<file path="src/shared/acc_cfg.svh">
/*
 * constants for the dsp accumulator datapath: control bit positions, widths,
 * accumulator register indices and sign/clear fill values.
 * assumes it is included by bare name from any file that needs the numbers.
 */
// Overview of operation
// - integer operands are signed two's complement
// - fractional operands are 1.15, radix after sign
// - normal saturation keeps 1.31 in high:low
// - super saturation bit 4 enables 40-bit guard
// - saturation disabled also uses 40-bit guard
// - fractional radix stays at 31 fraction bits
// - non-multiply ops identical for both formats
// - control bit 0 selects multiply format
// - integer multiply gives unshifted 32-bit product
// - fractional multiply shifts product left one
// - accumulator is guard:high:low, 8+16+16 bits
// - load fills high, clears low, sign-extends guard
// - rounded store takes word from high register
// - normal saturation computes high:low, guard sign
// - super or disabled writes all 40 bits
// - six accumulator registers memory mapped read/write
// - guard register reads sign-extended to 16 bits
// - flags change only on dsp operations
// - double-word ops move high and low together
`ifndef ACC_CFG_SVH
`define ACC_CFG_SVH

`define WORD_W          16
`define GUARD_W         8
`define ACC_W           40
`define PROD_W          32
`define CTL_FMT_BIT     0
`define CTL_SUPER_BIT   4
`define CTL_SAT_EN_BIT  7
`define REG_A_GUARD     3'h0
`define REG_A_HIGH      3'h1
`define REG_A_LOW       3'h2
`define REG_B_GUARD     3'h3
`define REG_B_HIGH      3'h4
`define REG_B_LOW       3'h5
`define ACC_RESET       40'h00_0000_0000
`define WORD_ZERO       16'h0000
`define GUARD_ONES      8'hff
`define GUARD_ZERO      8'h00

`endif

</file>
<file path="src/shared/acc_pkg.sv">
/*
 * types shared by the accumulator datapath: dsp opcodes and saturation views.
 * assumes acc_cfg.svh sits beside it on the include path.
 */
package acc_pkg;
    `include "acc_cfg.svh"

    // operation requested by instruction decode
    typedef enum logic [3:0] {
        op_none,
        load_acc_op,
        load_acc_double_op,
        store_acc_op,
        store_acc_rounded_op,
        store_acc_double_op,
        multiply_op,
        mul_accumulate_op,
        mul_subtract_op,
        add_acc_op
    } acc_op_t;

    // how the guard byte participates in a result
    typedef enum logic [1:0] {
        sat_normal,
        sat_super,
        sat_off
    } sat_view_t;
endpackage

</file>
<file path="src/shared/acc_lane_if.sv">
/*
 * lane interface between the accumulator top and its per-accumulator store.
 * assumes a single core clock domain shared by both ends.
 */
`timescale 1ns/1ps
`include "acc_cfg.svh"
interface acc_lane_if;
    logic                 wr_full;   // write 40-bit value
    logic [`ACC_W-1:0]    full_val;  // value for a full write
    logic                 wr_guard;  // memory write to guard byte
    logic                 wr_high;   // memory write to high word
    logic                 wr_low;    // memory write to low word
    logic [`WORD_W-1:0]   wdata;     // memory write data
    logic [`ACC_W-1:0]    acc;       // current accumulator value

    modport ctrl  (output wr_full, full_val, wr_guard, wr_high, wr_low, wdata, input acc);
    modport store (input wr_full, full_val, wr_guard, wr_high, wr_low, wdata, output acc);
endinterface

</file>
<file path="src/rtl/acc_store.sv">
/*
 * one 40-bit accumulator held as guard byte, high word and low word.
 * assumes the top arbitrates so only one write kind is active per cycle;
 * full writes win if several are raised.
 */
`timescale 1ns/1ps
`include "acc_cfg.svh"
module acc_store (
    input  wire logic    i_clk,
    input  wire logic    i_rst,
    acc_lane_if.store    lane
);
    import acc_pkg::*;

    logic [`GUARD_W-1:0] guard_byte, next_guard_byte;  // upper 8 bits
    logic [`WORD_W-1:0]  high_word,  next_high_word;   // middle 16 bits
    logic [`WORD_W-1:0]  low_word,   next_low_word;    // lower 16 bits

    // next value: a full write replaces everything, memory writes one part
    always_comb begin
        next_guard_byte = guard_byte;
        next_high_word  = high_word;
        next_low_word   = low_word;
        if (lane.wr_full) begin
            {next_guard_byte, next_high_word, next_low_word} = lane.full_val;
        end else begin
            // only the low byte is kept; reads rebuild the upper byte
            if (lane.wr_guard) next_guard_byte = lane.wdata[`GUARD_W-1:0];
            if (lane.wr_high)  next_high_word  = lane.wdata;
            if (lane.wr_low)   next_low_word   = lane.wdata;
        end
    end

    // register stage
    always_ff @(posedge i_clk) begin
        if (i_rst) begin
            {guard_byte, high_word, low_word} <= `ACC_RESET;
        end else begin
            guard_byte <= next_guard_byte;
            high_word  <= next_high_word;
            low_word   <= next_low_word;
        end
    end

    assign lane.acc = {guard_byte, high_word, low_word};
endmodule

</file>
<file path="src/rtl/dsp_accumulator_datapath.sv">
/*
 * accumulator datapath: two 40-bit accumulators, multiply format handling,
 * saturation views of the guard bits, load/store ops and memory-mapped access.
 * assumes instruction decode issues at most one op per cycle and that memory
 * accesses and ops do not target the same accumulator in the same cycle
 * (an op wins). the saturation/rounding arithmetic lives elsewhere; rounded
 * store here only selects the high word.
 */
`timescale 1ns/1ps
`include "acc_cfg.svh"
module dsp_accumulator_datapath (
    input  wire logic                i_clk,
    input  wire logic                i_rst,
    // core control register bits
    input  wire logic [`WORD_W-1:0]  i_core_control_reg,
    // instruction decode side
    input  wire logic                i_op_valid,
    input  wire acc_pkg::acc_op_t    i_op,
    input  wire logic                i_op_acc_sel,    // 0 = accumulator a
    input  wire logic [`WORD_W-1:0]  i_x_data,        // x bus operand / load word
    input  wire logic [`WORD_W-1:0]  i_y_data,        // y bus operand / low word
    output logic [`WORD_W-1:0]       o_store_high,
    output logic [`WORD_W-1:0]       o_store_low,
    output logic                     o_store_valid,
    // memory-mapped register access
    input  wire logic                i_mem_wr,
    input  wire logic                i_mem_rd,
    input  wire logic [2:0]          i_mem_addr,
    input  wire logic [`WORD_W-1:0]  i_mem_wdata,
    output logic [`WORD_W-1:0]       o_mem_rdata,
    // status flags
    output logic                     o_acc_a_ovf_flag,
    output logic                     o_acc_b_ovf_flag,
    output logic                     o_acc_a_clamp_flag,
    output logic                     o_acc_b_clamp_flag,
    // current accumulator values for the rounding/saturation logic
    output logic [`ACC_W-1:0]        o_accumulator_a,
    output logic [`ACC_W-1:0]        o_accumulator_b
);
    import acc_pkg::*;

    acc_lane_if lane_a ();   // accumulator a
    acc_lane_if lane_b ();   // accumulator b

    acc_store u_acc_a (
        .i_clk (i_clk),
        .i_rst (i_rst),
        .lane  (lane_a)
    );

    acc_store u_acc_b (
        .i_clk (i_clk),
        .i_rst (i_rst),
        .lane  (lane_b)
    );

    sat_view_t             sat_view;      // active guard-bit view
    logic                  int_mode;      // multiply format, 1 = integer
    logic [`ACC_W-1:0]     acc_sel;       // accumulator targeted by the op
    logic [`PROD_W-1:0]    product;       // aligned multiply result
    logic [`ACC_W-1:0]     prod_ext;      // product widened to 40 bits
    logic [`ACC_W-1:0]     raw_result;    // full 40-bit arithmetic result
    logic [`ACC_W-1:0]     result;        // result seen through sat view
    logic                  result_wr;     // op writes an accumulator
    logic                  is_dsp;        // op is a dsp arithmetic op
    logic                  ovf;           // result overflows 32 bits
    logic                  ovf_full;      // result overflows 40 bits

    logic [`WORD_W-1:0]    store_high, next_store_high;
    logic [`WORD_W-1:0]    store_low,  next_store_low;
    logic                  store_valid, next_store_valid;
    logic [`WORD_W-1:0]    mem_rdata, next_mem_rdata;
    logic                  a_ovf, next_a_ovf;
    logic                  b_ovf, next_b_ovf;
    logic                  a_clamp, next_a_clamp;
    logic                  b_clamp, next_b_clamp;

    // control bit decode; saturation enable is a separate control bit
    always_comb begin
        int_mode = i_core_control_reg[`CTL_FMT_BIT];
        if (i_core_control_reg[`CTL_SUPER_BIT]) begin
            sat_view = sat_super;
        end else if (!i_core_control_reg[`CTL_SAT_EN_BIT]) begin
            sat_view = sat_off;
        end else begin
            sat_view = sat_normal;
        end
    end

    // multiply: signed operands, fractional mode shifts the 2.30 product
    always_comb begin
        logic signed [`PROD_W-1:0] raw_prod;
        raw_prod = $signed(i_x_data) * $signed(i_y_data);
        if (int_mode) begin
            product = raw_prod;
        end else begin
            // guard bits take the true product sign so -1.0 * -1.0 reads +1.0
            product = {raw_prod[`PROD_W-2:0], 1'b0};
        end
        prod_ext = {{`GUARD_W{raw_prod[`PROD_W-1]}}, product};
    end

    // arithmetic: same adder for both formats, only multiply differs
    always_comb begin
        acc_sel    = i_op_acc_sel ? lane_b.acc : lane_a.acc;
        raw_result = acc_sel;
        result_wr  = 1'b0;
        is_dsp     = 1'b0;
        if (i_op_valid) begin
            case (i_op)
                load_acc_op: begin
                    // high gets the word, low zero, guard the sign
                    raw_result = {{`GUARD_W{i_x_data[`WORD_W-1]}}, i_x_data, `WORD_ZERO};
                    result_wr  = 1'b1;
                end
                load_acc_double_op: begin
                    raw_result = {{`GUARD_W{i_x_data[`WORD_W-1]}}, i_x_data, i_y_data};
                    result_wr  = 1'b1;
                end
                multiply_op: begin
                    raw_result = prod_ext;
                    result_wr  = 1'b1;
                    is_dsp     = 1'b1;
                end
                mul_accumulate_op: begin
                    raw_result = acc_sel + prod_ext;
                    result_wr  = 1'b1;
                    is_dsp     = 1'b1;
                end
                mul_subtract_op: begin
                    raw_result = acc_sel - prod_ext;
                    result_wr  = 1'b1;
                    is_dsp     = 1'b1;
                end
                add_acc_op: begin
                    // a+b into the target; identical bits for int or frac data
                    raw_result = lane_a.acc + lane_b.acc;
                    result_wr  = 1'b1;
                    is_dsp     = 1'b1;
                end
                default: begin
                    raw_result = acc_sel;
                end
            endcase
        end
    end

    // overflow detection: bits 39..31 disagree means beyond 1.31 range
    always_comb begin
        ovf      = (raw_result[`ACC_W-1:`PROD_W-1] != {(`GUARD_W+1){1'b0}})
                && (raw_result[`ACC_W-1:`PROD_W-1] != {(`GUARD_W+1){1'b1}});
        // 40-bit carry out is not visible here; approximate by guard sign flip
        ovf_full = (i_op == mul_accumulate_op || i_op == mul_subtract_op)
                && (acc_sel[`ACC_W-1] == (i_op == mul_accumulate_op ?
                    prod_ext[`ACC_W-1] : ~prod_ext[`ACC_W-1]))
                && (raw_result[`ACC_W-1] != acc_sel[`ACC_W-1]);
        if (is_dsp && sat_view == sat_normal) begin
            // only high:low is kept, guard just follows the sign
            result = {{`GUARD_W{raw_result[`PROD_W-1]}}, raw_result[`PROD_W-1:0]};
        end else begin
            result = raw_result;
        end
    end

    // lane drive: ops write whole value, memory writes one register
    always_comb begin
        lane_a.wr_full  = result_wr && !i_op_acc_sel;
        lane_b.wr_full  = result_wr && i_op_acc_sel;
        lane_a.full_val = result;
        lane_b.full_val = result;
        lane_a.wdata    = i_mem_wdata;
        lane_b.wdata    = i_mem_wdata;
        lane_a.wr_guard = i_mem_wr && (i_mem_addr == `REG_A_GUARD);
        lane_a.wr_high  = i_mem_wr && (i_mem_addr == `REG_A_HIGH);
        lane_a.wr_low   = i_mem_wr && (i_mem_addr == `REG_A_LOW);
        lane_b.wr_guard = i_mem_wr && (i_mem_addr == `REG_B_GUARD);
        lane_b.wr_high  = i_mem_wr && (i_mem_addr == `REG_B_HIGH);
        lane_b.wr_low   = i_mem_wr && (i_mem_addr == `REG_B_LOW);
    end

    // store path and register read data, both one cycle later
    always_comb begin
        next_store_high  = store_high;
        next_store_low   = store_low;
        next_store_valid = 1'b0;
        if (i_op_valid) begin
            if (i_op == store_acc_op || i_op == store_acc_rounded_op) begin
                next_store_high  = acc_sel[`PROD_W-1:`WORD_W];
                next_store_valid = 1'b1;
            end else if (i_op == store_acc_double_op) begin
                next_store_high  = acc_sel[`PROD_W-1:`WORD_W];
                next_store_low   = acc_sel[`WORD_W-1:0];
                next_store_valid = 1'b1;
            end
        end
        next_mem_rdata = mem_rdata;
        if (i_mem_rd) begin
            // guard reads come back sign-extended for byte or word access
            if (i_mem_addr == `REG_A_GUARD) begin
                next_mem_rdata = {{`GUARD_W{lane_a.acc[`ACC_W-1]}},
                                  lane_a.acc[`ACC_W-1:`PROD_W]};
            end else if (i_mem_addr == `REG_A_HIGH) begin
                next_mem_rdata = lane_a.acc[`PROD_W-1:`WORD_W];
            end else if (i_mem_addr == `REG_A_LOW) begin
                next_mem_rdata = lane_a.acc[`WORD_W-1:0];
            end else if (i_mem_addr == `REG_B_GUARD) begin
                next_mem_rdata = {{`GUARD_W{lane_b.acc[`ACC_W-1]}},
                                  lane_b.acc[`ACC_W-1:`PROD_W]};
            end else if (i_mem_addr == `REG_B_HIGH) begin
                next_mem_rdata = lane_b.acc[`PROD_W-1:`WORD_W];
            end else if (i_mem_addr == `REG_B_LOW) begin
                next_mem_rdata = lane_b.acc[`WORD_W-1:0];
            end else begin
                next_mem_rdata = `WORD_ZERO;   // unmapped index reads zero
            end
        end
    end

    // flags: updated only by dsp ops, never by memory writes or loads
    always_comb begin
        next_a_ovf   = a_ovf;
        next_b_ovf   = b_ovf;
        next_a_clamp = a_clamp;
        next_b_clamp = b_clamp;
        if (is_dsp) begin
            if (!i_op_acc_sel) begin
                next_a_ovf   = ovf;
                next_a_clamp = a_clamp | ovf_full;
            end else begin
                next_b_ovf   = ovf;
                next_b_clamp = b_clamp | ovf_full;
            end
        end
    end

    // register stage for outputs and flags
    always_ff @(posedge i_clk) begin
        if (i_rst) begin
            store_high  <= `WORD_ZERO;
            store_low   <= `WORD_ZERO;
            store_valid <= 1'b0;
            mem_rdata   <= `WORD_ZERO;
            a_ovf       <= 1'b0;
            b_ovf       <= 1'b0;
            a_clamp     <= 1'b0;
            b_clamp     <= 1'b0;
        end else begin
            store_high  <= next_store_high;
            store_low   <= next_store_low;
            store_valid <= next_store_valid;
            mem_rdata   <= next_mem_rdata;
            a_ovf       <= next_a_ovf;
            b_ovf       <= next_b_ovf;
            a_clamp     <= next_a_clamp;
            b_clamp     <= next_b_clamp;
        end
    end

    assign o_store_high       = store_high;
    assign o_store_low        = store_low;
    assign o_store_valid      = store_valid;
    assign o_mem_rdata        = mem_rdata;
    assign o_acc_a_ovf_flag   = a_ovf;
    assign o_acc_b_ovf_flag   = b_ovf;
    assign o_acc_a_clamp_flag = a_clamp;
    assign o_acc_b_clamp_flag = b_clamp;
    assign o_accumulator_a    = lane_a.acc;
    assign o_accumulator_b    = lane_b.acc;
endmodule

</file>
<file path="config.mk">
export PLATFORM = sky130hd
export DESIGN_NAME = dsp_accumulator_datapath
export DESIGN_NICKNAME = d
export VERILOG_FILES = /design/src/shared/acc_pkg.sv /design/src/shared/acc_lane_if.sv /design/src/rtl/acc_store.sv /design/src/rtl/dsp_accumulator_datapath.sv
export VERILOG_INCLUDE_DIRS = /design/src /design/src/shared
export SDC_FILE = /design/constraint.sdc
export NUM_CORES = 1
export LEC_CHECK = 0
export BUFFER_PORTS_ARGS = -buffer_cell sky130_fd_sc_hd__buf_4
export CORE_UTILIZATION = 45
export DETAILED_ROUTE_END_ITERATION = 12
export HOLD_SLACK_MARGIN = 0.08
export PLACE_DENSITY = 0.72
export SLEW_MARGIN = 25
export SYNTH_ARGS = -nofsm -noshare
export SYNTH_HDL_FRONTEND = slang
export SYNTH_SLANG_ARGS = --single-unit
</file>
<file path="constraint.sdc">
create_clock -name i_clk -period 15.9 [get_ports i_clk]
set_input_delay 3.18 -clock i_clk [delete_from_list [all_inputs] [get_ports i_clk]]
set_output_delay 3.18 -clock i_clk [all_outputs]
set_load 0.02 [all_outputs]
</file>
==> results.md <==
Synthesis:
- By area, the combinational part of the netlist is dominated by adder cells.
- Of all cell types, the one taking the most synthesized area is fa_1.
- The count of warnings emitted by yosys is 0.
- Dividing the synthesized area by the synthesized cell count gives 8.13 sq um.
- Sorting the synthesized cells by area gives the leading types as fa_1 23%, dfxtp_1 11%, ha_1 8.6%.
- For this run, the leading register cell type out of synthesis is dfxtp_1.
- The net count of the mapped netlist is 3372.
- The area fraction in compound gates after synthesis is 0.201.
- The xor/xnor share of the synthesized area is 0.0462.
- Summing every instance area after synthesis gives around 23000 sq um.
- After synthesis, the netlist uses 92 different library cells.
- The adder and majority gate portion of the synthesized area is 0.313.
- The post-synthesis share of cell area spent on and, or, nand and nor gates is 0.180.
- The area share of the largest cell type after synthesis is 0.226.
- For this run, asynchronously set or reset flops after synthesis account for 0.
- The number of cells produced by synthesis is 2870.
- Yosys mapped a number of flops with a built-in enable equal to 0.
- The share of synthesized area spent on multiplexers is 0.0676.
- The number of synthesized register bits is 133.
- The sequential area share after synthesis is 0.114.

Finish:
- The signed area change from the synthesized netlist to the final layout is 10.9%.
- The total of fill cells in the finished design is 5003.
- Leaving out fill and tap cells, the most frequent cells in the layout are 326 x inv_1, 264 x fa_1, 240 x nand2_1.
- The number of diodes is 0.
- The most common library cell in the layout ignoring fill and taps is inv_1.
- At the end of the flow, the number of nets in the layout was 3449.
- In the final layout, the share of cells above drive strength 1 is 0.121.

Timing:
- The worst pin sits at a relative slew slack of 0.263.
- The final worst clock skew is 0.0101 ns.
- The number of hold violations in the final report is 0.
- At the pin with the least slew margin, the transition time is between 1 and 1.5 ns.
- The final count of negative-setup-slack endpoints is 0.
- The final max-slew violation count came to 0.
- The peak clock frequency supported by timing is 0.0730 GHz.
- The setup total negative slack is 0 ns.
- The ratio of final minimum period to clock period is 0.862.
- Subtracting the final worst setup slack from the clock period gives 13.70 ns.
- Setup repair after global routing left no endpoint under its margin.

Critical path:
- The sort of element at the start of the critical path is an input pin.
- The critical path arrival is 14.04 ns.
- The setup path with the least slack is of type input pin to flop.
- The worst register-to-register path ends at o_acc_b_ovf_flag.
- The most critical setup path has its endpoint at o_acc_b_ovf_flag.
- The largest single stage delay on the critical path is 0.78 ns.
- The flop-to-flop setup slack is 10.30 ns.
- The start of the worst register-to-register path is u_acc_b.low_word[0].
- The slowest stage of the critical path belongs to the cell fa_1.
- The worst setup path startpoint is i_y_data[1].
- The biggest fanout along the worst timing path is 17.
- STA puts the critical path data required time at 16.24 ns.
- Counting cells, the worst reg-to-reg path comes to 17.
- Among the stages of the critical path, the cell type that occurs most often is fa_1.
- The critical path capture point type is a flop.

Worst hold path:
- The worst hold path passes through 2 cells.
- The min-delay analysis places its worst path in the category flop to flop.

Global route:
- The initial antenna violation count came to 3.
- The pin count of the biggest net entering global routing is 86.
- The overall overflow remaining after global route is 0.
- The wire length of the first global-routing pass is 118000 um.
- The total track usage is 0.283.
- The number of global-route vias before repair is 21000.

Drt:
- For this run, design rule violations remaining after detail routing come to 0.
- Detailed routing inserted a total of 21600 vias.
- The post-detailed-routing wire length is 74600 um.
- The violation count after the first detailed-route iteration is 2038.
- The first TritonRoute pass finished after 10 iterations.
- After detailed routing, the number of vias per cell comes to ~6.
- In the final routed layout, each cell accounts on average for ~20 um.
- In this run the remaining antenna-violating nets after routing total 0.

CTS:
- The number of setup buffers added after CTS is 0.
- The clock reaches the later pin of the worst-skew pair after 0.45 ns.
- The clock tree from TritonCTS is done.
- The root cell of the clock tree is clkbuf_16.
- In this run the deepest clock path goes through 2 buffers.
- The number of CTS-inserted buffers is 17.
- Counting every sink on the clock net gives 133.
- After clock tree synthesis, the clock-pin slew on the worst setup and hold paths is approximately 0.06 ns.
- Post-CTS repair changed the size of 0 cells.
- For this design, the CTS-stage hold fixing added 0 buffers.
- The H-tree was split into 4 levels.

Floorplan:
- The die boundary height is 230 um.
- The starting density of the core is 0.455.
- The die width is 230 um.
- Pin placement for this block handled between 200 and 250 I/O pins.
- The core region area is 51300 sq um.
- The number of cell rows is between 80 and 90.
- The die footprint is 52800 sq um.

Placement:
- Routability-driven placement finished with a final weighted congestion of 0.985.
- The count of buffers added on input and output ports is 196.
- The wire-length estimate of the detail-placed layout is 58800 um.

Outcome:
- The run finished with clean final reports.

Flow run:
- The number of maximum-capacitance constraint violations is 0.
## layer usage
| metal | GRT usage | share of wire | up-vias |
|---|---|---|---|
| met2 | 0.466 | 0.47 | 888 |
| met4 | 0.0921 | 0.033 | 4 |
| met3 | 0.0516 | 0.079 | 186 |
| met1 | 0.374 | 0.42 | 10600 |
| li1 | - | - | 9971 |
| met5 | 0 | 0.00040 | - |
## cell families after synthesis
logic type | after synthesis
AND/OR/NAND/NOR | 853
AO/OA/AOI/OAI | 704
buffers and inverters | 484
adder cells (fa/ha/maj) | 425
multiplexers | 148
flip-flops | 133
XOR/XNOR | 123
## per-stage QoR
step | instances | util | setup slack [ns] | hold WS, ns | cell area [sq um]
final | 3640 | 0.505 | 2.20 | 0.480 | 25900
after CTS | 3639 | 0.504 | 2.39 | 0.477 | 25900
after global routing | 3640 | 0.505 | 1.56 | 0.483 | 25900
after detailed placement | 3607 | 0.492 | 1.97 | 0.467 | 25300
after global placement | 3607 | 0.492 | 1.99 | 0.465 | 25200
after floorplan | 2870 | - | 3.09 | 0.547 | 23300
## synth_stat cells (46+ instances only)
master	number
fa_1	264
nor2_1	217
mux2i_1	81
inv_1	326
xor2_1	46
xnor2_1	77
a21oi_1	185
a211oi_1	137
o21ai_0	118
clkbuf_1	142
and2_1	139
nand2_1	242
dfxtp_1	133
ha_1	161
a21o_1	48
nor2b_1	64
mux2_2	66
## layout make-up
type	count	area, sq um	area share
sequential	133	2660	0.103
tap	680	851	0.0329
multi-input combinational	2253	18900	0.730
inverter	326	1220	0.0473
clock inverter	14	178	0.00686
timing repair buffer	216	1630	0.0631
clock buffer	18	429	0.0166
## worst max-delay path: cells and delay by family
kind,cells,cell delay [ns]
XOR/XNOR,2,0.24
AO/OA/AOI/OAI,15,3.84
buffers and inverters,4,0.38
adder cells (fa/ha/maj),8,4.07
AND/OR/NAND/NOR,9,2.31
## state kept, by name, indices dropped and copies added, names as in the netlist, 8 cells and up
signal and flops:
u_acc_a.low_word 16, u_acc_b.guard_byte 8, o_store_low 16, u_acc_b.low_word 16, u_acc_b.high_word 16, u_acc_a.high_word 16
o_mem_rdata 16, o_store_high 16, u_acc_a.guard_byte 8
## worst min-delay path by stage
stage | from | to | slack, ns
2_1_floorplan | o_mem_rdata[10] | o_mem_rdata[10] | 0.55
3_3_place_gp | o_acc_b_clamp_flag | o_acc_b_clamp_flag | 0.46
3_5_place_dp | o_mem_rdata[7] | o_mem_rdata[7] | 0.47
4_1_cts | o_mem_rdata[7] | o_mem_rdata[7] | 0.48
5_1_grt | o_mem_rdata[7] | o_mem_rdata[7] | 0.48
6_report | o_mem_rdata[7] | o_mem_rdata[7] | 0.48
Power is not shown: default switching activity piles up to over one toggle a cycle in this logic, so the estimate is an artifact.
